===== src/design/tsw_pkg.sv =====
package tsw_pkg;

    // clock rate and timing figures
    localparam int unsigned CLK_HZ = 20_000_000;
    localparam int unsigned TIMEOUT_MS = 30;
    localparam int unsigned TIMEOUT_CYC = TIMEOUT_MS * (CLK_HZ / 1000);
    localparam int unsigned FM_FILT_NS = 100;
    localparam int unsigned HS_FILT_NS = 10;
    localparam int unsigned FM_FILT_RAW = (FM_FILT_NS * (CLK_HZ / 1_000_000)
                                           + 999) / 1000;
    localparam int unsigned HS_FILT_RAW = (HS_FILT_NS * (CLK_HZ / 1_000_000)
                                           + 999) / 1000;
    localparam logic [2:0] FM_FILT_CYC = 3'(FM_FILT_RAW < 1 ? 1 : FM_FILT_RAW);
    localparam logic [2:0] HS_FILT_CYC = 3'(HS_FILT_RAW < 1 ? 1 : HS_FILT_RAW);

    // address and command codes
    localparam logic [6:0] ADDR_BASE = 7'h70;
    localparam int unsigned NUM_SLOTS = 8;
    localparam logic [7:0] BC_WR_BYTE = 8'h00;
    localparam logic [7:0] BC_RD_BYTE = 8'h01;
    localparam logic [7:0] GC_RESET_CMD = 8'h06;
    localparam logic [4:0] HS_CODE_TOP = 5'h01;

    // reset values and byte layout
    localparam logic [7:0] PTR_RST = 8'h00;
    localparam logic [3:0] BITS_PER_BYTE = 4'h8;
    localparam int unsigned LINE_SCL = 0;
    localparam int unsigned LINE_SDA = 1;

    // protocol states
    typedef enum logic [2:0] {
        ST_IDLE = 3'b000,
        ST_RX = 3'b001,
        ST_ACK = 3'b010,
        ST_TX = 3'b011,
        ST_MACK = 3'b100,
        ST_SKIP = 3'b101
    } tsw_state_t;

    // meaning of the byte being received
    typedef enum logic [2:0] {
        PH_ADDR = 3'b000,
        PH_PTR = 3'b001,
        PH_BCPTR = 3'b010,
        PH_DATA = 3'b011,
        PH_DONE = 3'b100
    } tsw_phase_t;

    // register write handed to the register file
    typedef struct packed {
        logic [7:0] ptr;
        logic [7:0] data;
    } tsw_wr_t;

endpackage


===== src/design/tsw_slave.sv =====
module tsw_slave
    import tsw_pkg::*;
#(
    parameter int unsigned DEV_VERSION = 0,
    parameter int unsigned TMO_CYCLES = TIMEOUT_CYC
) (
    input wire logic ref_clk_i,
    input wire logic rst_i,
    input wire logic scl_i,
    input wire logic sda_i,
    input wire logic [7:0] rd_data_i,
    output logic [7:0] ptr_o,
    output tsw_wr_t wr_o,
    output logic wr_valid_o,
    output logic gc_reset_o,
    output logic hs_mode_o,
    output logic busy_o,
    output logic timeout_o,
    output logic sda_o,
    output logic sda_oe_o
);

    localparam int unsigned TMO_W = $clog2(TMO_CYCLES + 1);
    localparam logic [6:0] OWN_ADDR = 7'(ADDR_BASE + DEV_VERSION);
    localparam logic [3:0] OWN_SLOT = 4'(DEV_VERSION);

    // refuse settings the logic cannot serve
    if (DEV_VERSION >= NUM_SLOTS) begin : g_bad_version
        $error("version index must be below eight");
    end
    if (TMO_CYCLES < 2) begin : g_bad_timeout
        $error("timeout must be at least two cycles");
    end

    logic [1:0] pin_meta;
    logic [1:0] pin_sync;
    logic [1:0] line_f;
    logic [2:0] filt_cnt [2];
    logic [2:0] filt_lim;
    logic scl_q;
    logic sda_q;
    logic scl_rise;
    logic scl_fall;
    logic start_det;
    logic stop_det;
    logic [TMO_W-1:0] tmo_cnt;
    logic tmo_hit;
    tsw_state_t state;
    tsw_phase_t phase;
    logic [3:0] bit_cnt;
    logic [7:0] shift;
    logic to_tx;
    logic tx_mine;
    logic bc_rd;
    logic [3:0] slot;
    logic hs;
    logic ack_byte;
    logic skip_byte;
    logic [7:0] rx_byte;

    // two-stage synchronisers for both bus lines
    always_ff @(posedge ref_clk_i) begin
        if (rst_i) begin
            pin_meta <= 2'h3;
            pin_sync <= 2'h3;
        end else begin
            pin_meta <= {sda_i, scl_i};
            pin_sync <= pin_meta;
        end
    end

    // spike filter length follows the bus speed mode
    assign filt_lim = hs ? HS_FILT_CYC : FM_FILT_CYC;

    // a line changes only after staying stable for the filter length
    for (genvar i = 0; i < 2; i++) begin : g_filt
        always_ff @(posedge ref_clk_i) begin
            if (rst_i) begin
                line_f[i] <= 1'b1;
                filt_cnt[i] <= 3'h0;
            end else if (pin_sync[i] == line_f[i]) begin
                filt_cnt[i] <= 3'h0;
            end else if (filt_cnt[i] >= filt_lim - 3'h1) begin
                line_f[i] <= pin_sync[i];
                filt_cnt[i] <= 3'h0;
            end else begin
                filt_cnt[i] <= filt_cnt[i] + 3'h1;
            end
        end
    end

    // previous filtered levels for edge finding
    always_ff @(posedge ref_clk_i) begin
        if (rst_i) begin
            scl_q <= 1'b1;
            sda_q <= 1'b1;
        end else begin
            scl_q <= line_f[LINE_SCL];
            sda_q <= line_f[LINE_SDA];
        end
    end

    // clock edges and start or stop conditions
    assign scl_rise = line_f[LINE_SCL] & ~scl_q;
    assign scl_fall = ~line_f[LINE_SCL] & scl_q;
    assign start_det = scl_q & line_f[LINE_SCL]
                       & sda_q & ~line_f[LINE_SDA];
    assign stop_det = scl_q & line_f[LINE_SCL]
                      & ~sda_q & line_f[LINE_SDA];

    // count cycles with SCL low, saturating at the limit
    always_ff @(posedge ref_clk_i) begin
        if (rst_i || line_f[LINE_SCL]) begin
            tmo_cnt <= '0;
        end else if (tmo_cnt != TMO_W'(TMO_CYCLES)) begin
            tmo_cnt <= tmo_cnt + TMO_W'(1);
        end
    end

    // one pulse when SCL has been low for the whole timeout
    assign tmo_hit = ~line_f[LINE_SCL]
                     & (tmo_cnt == TMO_W'(TMO_CYCLES - 1));

    // the completed byte as the master sent it, msb first
    assign rx_byte = shift;

    // decide whether the completed byte is acknowledged
    always_comb begin
        ack_byte = 1'b0;
        skip_byte = 1'b0;
        case (phase)
            PH_ADDR: begin
                if (rx_byte[7:1] == OWN_ADDR) begin
                    ack_byte = 1'b1;
                end else if (rx_byte == BC_WR_BYTE
                             || rx_byte == BC_RD_BYTE) begin
                    ack_byte = 1'b1;
                end else begin
                    skip_byte = 1'b1;
                end
            end
            PH_BCPTR: begin
                if (rx_byte != GC_RESET_CMD && rx_byte[0]) begin
                    skip_byte = 1'b1;
                end else begin
                    ack_byte = 1'b1;
                end
            end
            PH_PTR, PH_DATA: begin
                ack_byte = 1'b1;
            end
            default: begin
                skip_byte = 1'b1;
            end
        endcase
    end

    // high-speed filters from master code until the stop
    always_ff @(posedge ref_clk_i) begin
        if (rst_i || stop_det) begin
            hs <= 1'b0;
        end else if (state == ST_RX && scl_fall && bit_cnt == BITS_PER_BYTE
                     && phase == PH_ADDR && rx_byte[7:3] == HS_CODE_TOP) begin
            hs <= 1'b1;
        end
    end

    // protocol engine: shifting, acknowledge and transmit
    always_ff @(posedge ref_clk_i) begin
        wr_valid_o <= 1'b0;
        gc_reset_o <= 1'b0;
        if (rst_i) begin
            state <= ST_IDLE;
            phase <= PH_ADDR;
            bit_cnt <= 4'h0;
            shift <= 8'h00;
            to_tx <= 1'b0;
            tx_mine <= 1'b0;
            bc_rd <= 1'b0;
            slot <= 4'h0;
            sda_oe_o <= 1'b0;
            ptr_o <= PTR_RST;
            wr_o <= '0;
        end else if (tmo_hit) begin
            state <= ST_IDLE;
            sda_oe_o <= 1'b0;
        end else if (stop_det) begin
            state <= ST_IDLE;
            sda_oe_o <= 1'b0;
        end else if (start_det) begin
            state <= ST_RX;
            phase <= PH_ADDR;
            bit_cnt <= 4'h0;
            sda_oe_o <= 1'b0;
        end else begin
            case (state)
                ST_RX: begin
                    if (scl_rise && bit_cnt != BITS_PER_BYTE) begin
                        shift <= {shift[6:0], line_f[LINE_SDA]};
                        bit_cnt <= bit_cnt + 4'h1;
                    end else if (scl_fall && bit_cnt == BITS_PER_BYTE) begin
                        if (skip_byte) begin
                            state <= ST_SKIP;
                        end else if (ack_byte) begin
                            sda_oe_o <= 1'b1;
                            state <= ST_ACK;
                        end
                        case (phase)
                            PH_ADDR: begin
                                to_tx <= rx_byte[0];
                                bc_rd <= (rx_byte == BC_RD_BYTE);
                                slot <= 4'h0;
                                if (rx_byte == BC_RD_BYTE) begin
                                    tx_mine <= (OWN_SLOT == 4'h0);
                                end else begin
                                    tx_mine <= 1'b1;
                                end
                                if (rx_byte == BC_WR_BYTE) begin
                                    phase <= PH_BCPTR;
                                end else begin
                                    phase <= PH_PTR;
                                end
                            end
                            PH_BCPTR: begin
                                if (rx_byte == GC_RESET_CMD) begin
                                    gc_reset_o <= 1'b1;
                                    ptr_o <= PTR_RST;
                                    phase <= PH_DONE;
                                end else if (!rx_byte[0]) begin
                                    ptr_o <= rx_byte;
                                    phase <= PH_DATA;
                                end
                            end
                            PH_PTR: begin
                                ptr_o <= rx_byte;
                                phase <= PH_DATA;
                            end
                            PH_DATA: begin
                                wr_o.ptr <= ptr_o;
                                wr_o.data <= rx_byte;
                                wr_valid_o <= 1'b1;
                            end
                            default: begin
                                phase <= PH_DONE;
                            end
                        endcase
                    end
                end
                ST_ACK: begin
                    if (scl_fall) begin
                        bit_cnt <= 4'h0;
                        if (to_tx) begin
                            shift <= rd_data_i;
                            sda_oe_o <= tx_mine & ~rd_data_i[7];
                            state <= ST_TX;
                        end else if (phase == PH_DONE) begin
                            sda_oe_o <= 1'b0;
                            state <= ST_SKIP;
                        end else begin
                            sda_oe_o <= 1'b0;
                            state <= ST_RX;
                        end
                    end
                end
                ST_TX: begin
                    if (scl_rise) begin
                        bit_cnt <= bit_cnt + 4'h1;
                    end else if (scl_fall) begin
                        if (bit_cnt == BITS_PER_BYTE) begin
                            sda_oe_o <= 1'b0;
                            state <= ST_MACK;
                        end else begin
                            shift <= {shift[6:0], 1'b0};
                            sda_oe_o <= tx_mine & ~shift[6];
                        end
                    end
                end
                ST_MACK: begin
                    if (scl_rise) begin
                        if (line_f[LINE_SDA]) begin
                            state <= ST_SKIP;
                        end else begin
                            state <= ST_ACK;
                            if (bc_rd) begin
                                if (slot != 4'hF) begin
                                    slot <= slot + 4'h1;
                                end
                                tx_mine <= (slot + 4'h1 == OWN_SLOT);
                            end
                        end
                    end
                end
                ST_SKIP: begin
                    sda_oe_o <= 1'b0;
                end
                default: begin
                    state <= ST_IDLE;
                    sda_oe_o <= 1'b0;
                end
            endcase
        end
    end

    // status outputs and the constant low level of the open drain
    always_ff @(posedge ref_clk_i) begin
        if (rst_i) begin
            hs_mode_o <= 1'b0;
            busy_o <= 1'b0;
            timeout_o <= 1'b0;
            sda_o <= 1'b0;
        end else begin
            hs_mode_o <= hs;
            busy_o <= (state != ST_IDLE);
            timeout_o <= tmo_hit;
            sda_o <= 1'b0;
        end
    end

endmodule


===== config.mk =====
export PLATFORM = sky130hd
export DESIGN_NAME = tsw_slave
export DESIGN_NICKNAME = d
export VERILOG_FILES = /design/src/design/tsw_pkg.sv /design/src/design/tsw_slave.sv
export SDC_FILE = /design/constraint.sdc
export NUM_CORES = 1
export LEC_CHECK = 0
export BUFFER_PORTS_ARGS = -buffer_cell sky130_fd_sc_hd__buf_2
export CAP_MARGIN = 15
export CORE_ASPECT_RATIO = 1.25
export CORE_UTILIZATION = 60
export CTS_CLUSTER_SIZE = 14
export DETAILED_ROUTE_END_ITERATION = 12
export PLACE_DENSITY = 0.89
export SLEW_MARGIN = 20
export SYNTH_ARGS = -nofsm -noshare
export SYNTH_HDL_FRONTEND = slang
export SYNTH_SLANG_ARGS = --single-unit

===== constraint.sdc =====
create_clock -name ref_clk_i -period 3.6 [get_ports ref_clk_i]
set_input_delay 0.72 -clock ref_clk_i [delete_from_list [all_inputs] [get_ports ref_clk_i]]
set_output_delay 0.72 -clock ref_clk_i [all_outputs]
set_load 0.02 [all_outputs]

==> results of run 1 <==
[final timing paths]
kind	start	end	slack, ns	cells after the start
hold reg to reg	pin_meta[1]	pin_sync[1]	0.42	1
setup / recovery	line_f[0]	wr_o[6]	1.23	5
setup reg to reg	line_f[0]	wr_o[6]	1.23	5
hold / removal	pin_meta[1]	pin_sync[1]	0.42	1
[cell type report]
type,instances,share of cell area [%]
multi-input combinational,365,50.2
tap,92,2.33
clock inverter,5,1.26
clock buffer,11,2.86
timing repair buffer,44,4.60
inverter,15,1.14
sequential,90,37.6
[cells in the mapped netlist (8+ instances only)]
| cell | number |
|---|---|
| a21oi_1 | 32 |
| a311oi_1 | 9 |
| buf_2 | 10 |
| clkbuf_1 | 11 |
| dfxtp_1 | 84 |
| ha_1 | 9 |
| inv_1 | 15 |
| mux2i_1 | 33 |
| nand2_1 | 19 |
| nand2b_1 | 11 |
| nand3_1 | 15 |
| nand4_1 | 8 |
| nor2_1 | 63 |
| nor3_1 | 14 |
| o21ai_0 | 13 |
| xnor2_1 | 11 |
| xor2_1 | 9 |
[cell families (layout without fill, tap and decap cells)]
logic type	after synthesis	in the layout	share of synthesized area (%)
and+or+nand+nor	199	199	25.3
muxes	35	35	7.79
AOI/OAI and AO/OA	95	95	14.8
buffers and inverters	43	75	4.50
other	2	7	0.166
DFF	90	90	41.1
adders and majority gates	9	9	2.49
xor gates and xnor gates	20	20	3.87
[layer usage]
metal	routed length (um)	GRT usage (%)	vias to the layer above
li1	-	-	1855
met1	4220	33.2	1780
met2	5020	42.9	158
met3	643	6.42	35
met4	300	13.8	0
met5	0	0	-
[state kept, by name, summed over array words and instances (netlist names), 2 cells and up]
| name | flops |
|---|---|
| tmo_cnt | 20 |
| wr_o | 16 |
| ptr_o | 8 |
| rx_byte | 8 |
| filt_cnt | 6 |
| bit_cnt | 4 |
| slot | 4 |
| phase | 3 |
| state | 3 |
| line_f | 2 |
| pin_meta | 2 |
| pin_sync | 2 |
[per-stage QoR]
stage / hold WS, ns / instances / setup WS (ns) / utilization [%] / total power, mW
floorplan: 0.389 / 498 / 1.64 / - / 1.09
global placement: 0.399 / 606 / 1.41 / 64.5 / 1.11
detailed placement: 0.395 / 606 / 1.36 / 64.5 / 1.11
CTS: 0.419 / 622 / 1.30 / 67.2 / 1.81
global route: 0.433 / 622 / 1.10 / 67.2 / 1.86
finish: 0.418 / 622 / 1.23 / 67.2 / 1.80
[power groups by stage]
stage | Combinational [mW] | Sequential (mW) | Clock (mW)
finish | 0.0707 | 1.02 | 0.708
global route | 0.0774 | 1.02 | 0.755
CTS | 0.0688 | 1.02 | 0.718
detailed placement | 0.0686 | 1.05 | 0
global placement | 0.0676 | 1.04 | 0
floorplan | 0.0524 | 1.04 | 0
==> flow_summary.ini, run 1 <==
[outcome]
status = complete, no violations

[final_layout]
diodes = 0
multi_input_area_sq_um = 2480
mostFrequentLayoutCells = 84 x dfxtp_1, 63 x nor2_1, 41 x buf_2, 33 x mux2i_1, 32 x a21oi_1
seqCellArea_sq_um = 1860
nets = 546
fill_cells = 583
area_delta_synth_final_pct = 9.23
layout_commonest_cell = dfxtp_1
drive_gt1_share_pct = 15.8
finalInstanceArea_sq_um = 4950

[sta]
rsz0062_at_grt = no
max_freq_mhz = 421
max_slew_margin_pct = 50.4
tns_ns = 0
finalHoldViolations = 0
worst_slew_pin_slew_ns = 0.744
maxSlewViolCount = 0
fin_crit_ns = 2.37
clock_skew_ns = 0.0128
finalSetupViolations = 0
finalCritPeriodShare_pct = 65.9

[setup_path]
start_kind = register
critPathBufInv = 0
cp_top_family = simple AND/OR/NAND/NOR gates
end_kind = register
crit_path_max_incr_delay_ns = 0.73
path_max_fanout = 16
crit_required_ns = 3.84
critPathArrivalTime_ns = 2.61
critPathKind = register to register
path_cells = and4bb_1, nand3_1, o2111ai_4, mux2i_1, nor2_1
critical-path-slowest-cell = o2111ai_4

[global_routing]
grt_start_max_net_pins = 44
antenna_found_initial = 0
grt_pass1_vias = 3572
grt_first_pass_wirelength_um = 16600
grt_overflow = 0
grt_use_total_pct = 26.8

[yosys]
synth_edf_count = 6
synth_seq_cells = 90
synthArstFlopShare_pct = 0
synth_area_per_cell_sq_um = 9.19
synth_cell_types = 76
yosys.area.top_type = dfxtp_1
synthTopCellsByArea = dfxtp_1 37%, mux2i_1 7.3%, nor2_1 5.2%
synth-main-ff-cell = dfxtp_1
synth_seq_area_share_pct = 41.1
yosys_warnings = 0
syn_inst = 493
synth_top_area_share_pct = 37.1
synth_area_sq_um = 4530

[placement]
dp_hpwl_um = 7080
gp_congestion = 1.03
io_buffers = 41
dpl_cell_area_sq_um = 4740

[power]
leakagePower_nw = 1.91
power_density_nw_per_um2 = 364
ir_drop_v = 0.000252
pwr-share-comb_pct = 3.9
clockPowerShare_pct = 39.3
seqPwrFrac_pct = 56.8
switching_share_pct = 23.3
p_int_mw = 1.38
switching_power_mw = 0.419

[drt]
via_count = 3828
wl_um = 10200
postRouteAntennaNets = 0
drtIter0Drc = 507
vias_per_cell = 6.15
wl_per_cell_um = 16.4
drc = 0
drtPass1Iterations = 6

[die]
pin_count = 43
coreArea_sq_um = 7360
fp.dieW_um = 79.7
fp.dieArea_sq_um = 7900
rows = 35
die_h_um = 99.1
start_util_pct = 61.6

[hold_path]
min_path_type = register to register

[flow_run]
drv_cap = 0

[clocking]
cts_buffer_depth = 2
clockRootBuffer = clkbuf_8
htree_levels = 3
hold_buffers = 0
cts_buffers = 9
ctsResizeCount = 0
clock_sinks = 90
postCtsSetupBuffers = 0
clkLatencyLatePin_ns = 0.37
clkTransAtPathRegs_ns = 0.10
tritoncts = yes
No activity file was read; power rests on OpenSTA's default activity.
==> run 2: changes to the inputs <==
--- a/config.mk
+++ b/config.mk
@@ -8,10 +8,10 @@
 export BUFFER_PORTS_ARGS = -buffer_cell sky130_fd_sc_hd__buf_2
 export CAP_MARGIN = 15
 export CORE_ASPECT_RATIO = 1.25
-export CORE_UTILIZATION = 60
+export CORE_UTILIZATION = 53
 export CTS_CLUSTER_SIZE = 14
 export DETAILED_ROUTE_END_ITERATION = 12
-export PLACE_DENSITY = 0.89
+export PLACE_DENSITY = 0.83
 export SLEW_MARGIN = 20
 export SYNTH_ARGS = -nofsm -noshare
 export SYNTH_HDL_FRONTEND = slang
==> constraint.sdc (replaced) <==
create_clock -name ref_clk_i -period 2 [get_ports ref_clk_i]
set_input_delay 0.4 -clock ref_clk_i [delete_from_list [all_inputs] [get_ports ref_clk_i]]
set_output_delay 0.4 -clock ref_clk_i [all_outputs]
set_load 0.02 [all_outputs]
==> flow_summary.ini, run 2 (synthesis results as in run 1) <==
[outcome]
status = complete, no violations

[sta]
finalCritPeriodShare_pct = 96.6
tns_ns = 0
finalSetupViolations = 0
hold_slack_ns = 0.209
maxSlewViolCount = 0
clock_skew_ns = 0.0149
max_freq_mhz = 517
finalHoldViolations = 0
fin_crit_ns = 1.93

[drt]
postRouteAntennaNets = 0
drtPass1Iterations = 8
drtIter0Drc = 292
wl_um = 11100
wl_per_cell_um = 16.6
vias_per_cell = 5.94
drc = 0
via_count = 3953

[setup_path]
r2r-start = bit_cnt[1]
critPathKind = register to register
critPathBufInv = 1
cp_top_family = simple AND/OR/NAND/NOR gates
critPathCapture = slot[0]
crit_path_max_incr_delay_ns = 0.42
path_cells = inv_2, ha_4, and4bb_2, nand4_1, a21o_1, or4_1, a21oi_1
reg2regPathDepth = 7
r2r_setup_slack_ns = 0.07
crit_required_ns = 2.31
critical-path-slowest-cell = or4_1
startpoint = bit_cnt[1]
path_depth = 7
path_max_fanout = 4
start_kind = register
r2r-end = slot[0]
end_kind = register
critPathArrivalTime_ns = 2.24

[power]
pwr-share-comb_pct = 4.7
p_int_mw = 2.55
clockPowerShare_pct = 40.4
fin_total_pwr_mw = 3.35
seqPwrFrac_pct = 54.9
switching_share_pct = 23.7
switching_power_mw = 0.793
ir_drop_v = 0.000590
leakagePower_nw = 2.13
power_density_nw_per_um2 = 623

[final_layout]
mostFrequentLayoutCells = 79 x dfxtp_1, 60 x nor2_1, 41 x buf_2, 39 x buf_4, 33 x mux2i_1
largest_reg_flops = 20
seqCellArea_sq_um = 1870
fill_cells = 673
nets = 585
finalInstanceArea_sq_um = 5370
top_regs = tmo_cnt: 20 flops, wr_o: 16 flops
regMostFlops = tmo_cnt
area_delta_synth_final_pct = 18.6
diodes = 0
drive_gt1_share_pct = 25.3
final_cells = 666
layout_commonest_cell = dfxtp_1
multi_input_area_sq_um = 2550

[clocking]
clockRootBuffer = clkbuf_8
tritoncts = yes
cts_buffer_depth = 2
cts_buffers = 9
clkLatencyLatePin_ns = 0.38
clkTransAtPathRegs_ns = 0.10
clock_sinks = 90
htree_levels = 3

[die]
start_util_pct = 55.0
fp.dieW_um = 84.7
rows = 37
pin_count = 43
fp.dieArea_sq_um = 8920
die_h_um = 105
coreArea_sq_um = 8240

[hold_path]
min_path_type = primary input to register

[placement]
dp_hpwl_um = 7840
io_buffers = 41
dpl_cell_area_sq_um = 5060
post-place-cells = 648
gp_congestion = 0.907

[global_routing]
grt_start_max_net_pins = 36
antenna_found_initial = 0
grt_pass1_vias = 3817
grt_overflow = 0
grt_use_total_pct = 25.3
grt_first_pass_wirelength_um = 17800

[flow_run]
drv_cap = 0
run 2: cell types whose count changed in the layout (fill, tap and decap cells not counted), moves of 3 or more:
cell / before / now
buf_4: 3 / 39
dfxtp_1: 84 / 79
dfxtp_2: 0 / 5
buf_12: 0 / 3
nor2_1: 63 / 60
nor2_2: 0 / 3
run 2: per-layer routing:
layer / global-route usage (%) / routed length (um) / vias to the layer above
met4: 12.3 / 303 / 0
met1: 30.7 / 4700 / 1855
met5: 0 / 0 / -
met2: 42.8 / 5540 / 141
li1: - / - / 1927
met3: 5.09 / 542 / 30
run 2: area by class of cell:
type                    instances  area share, %
clock buffers                  10           2.77
clock inverters                 6           1.28
inverters                      15           1.05
multi-input cells             365           47.5
flip-flops and latches         90           34.8
well taps                      97           2.26
repair buffers                 83           10.4
run 2: worst min-delay path by stage:
stage,start,cells after the start,endpoint
6_report,sda_i,2,pin_meta[1]
5_1_grt,sda_i,2,pin_meta[1]
4_1_cts,sda_i,2,pin_meta[1]
3_5_place_dp,pin_meta[0],1,pin_sync[0]
3_3_place_gp,pin_meta[0],1,pin_sync[0]
2_1_floorplan,pin_meta[0],1,pin_sync[0]
run 2: metrics by stage:
| stage | util, % | setup WS (ns) |
|---|---|---|
| after floorplan | - | 0.0361 |
| after global placement | 61.5 | 0.0389 |
| after detailed placement | 61.5 | -0.0160 |
| after CTS | 64.3 | 0.00441 |
| after global routing | 65.2 | -0.0473 |
| final | 65.2 | 0.0675 |
run 2: power by group through the flow:
stage | clock (mW) | sequential (mW) | combinational [mW]
detailed placement | 0 | 1.88 | 0.149
CTS | 1.37 | 1.84 | 0.152
floorplan | 0 | 1.87 | 0.0944
global placement | 0 | 1.88 | 0.147
finish | 1.35 | 1.84 | 0.157
global route | 1.44 | 1.84 | 0.172
run 2: what timing repair did:
| item | CTS | global route |
|---|---|---|
| pin swaps | 2 | 4 |
| gates resized for setup | 4 | 20 |
| setup buffers | 0 | 2 |
| hold buffers | 0 | 0 |
| setup endpoints to repair | 5 | 48 |
| endpoints found under the hold margin | 0 | 0 |
run 2: worst reg2reg max path, stage by stage, from the launching register on:
cell	delay, ns
dfxtp_2	0.35
inv_2	0.08
ha_4	0.14
and4bb_2	0.28
nand4_1	0.21
a21o_1	0.25
or4_1	0.42
a21oi_1	0.13
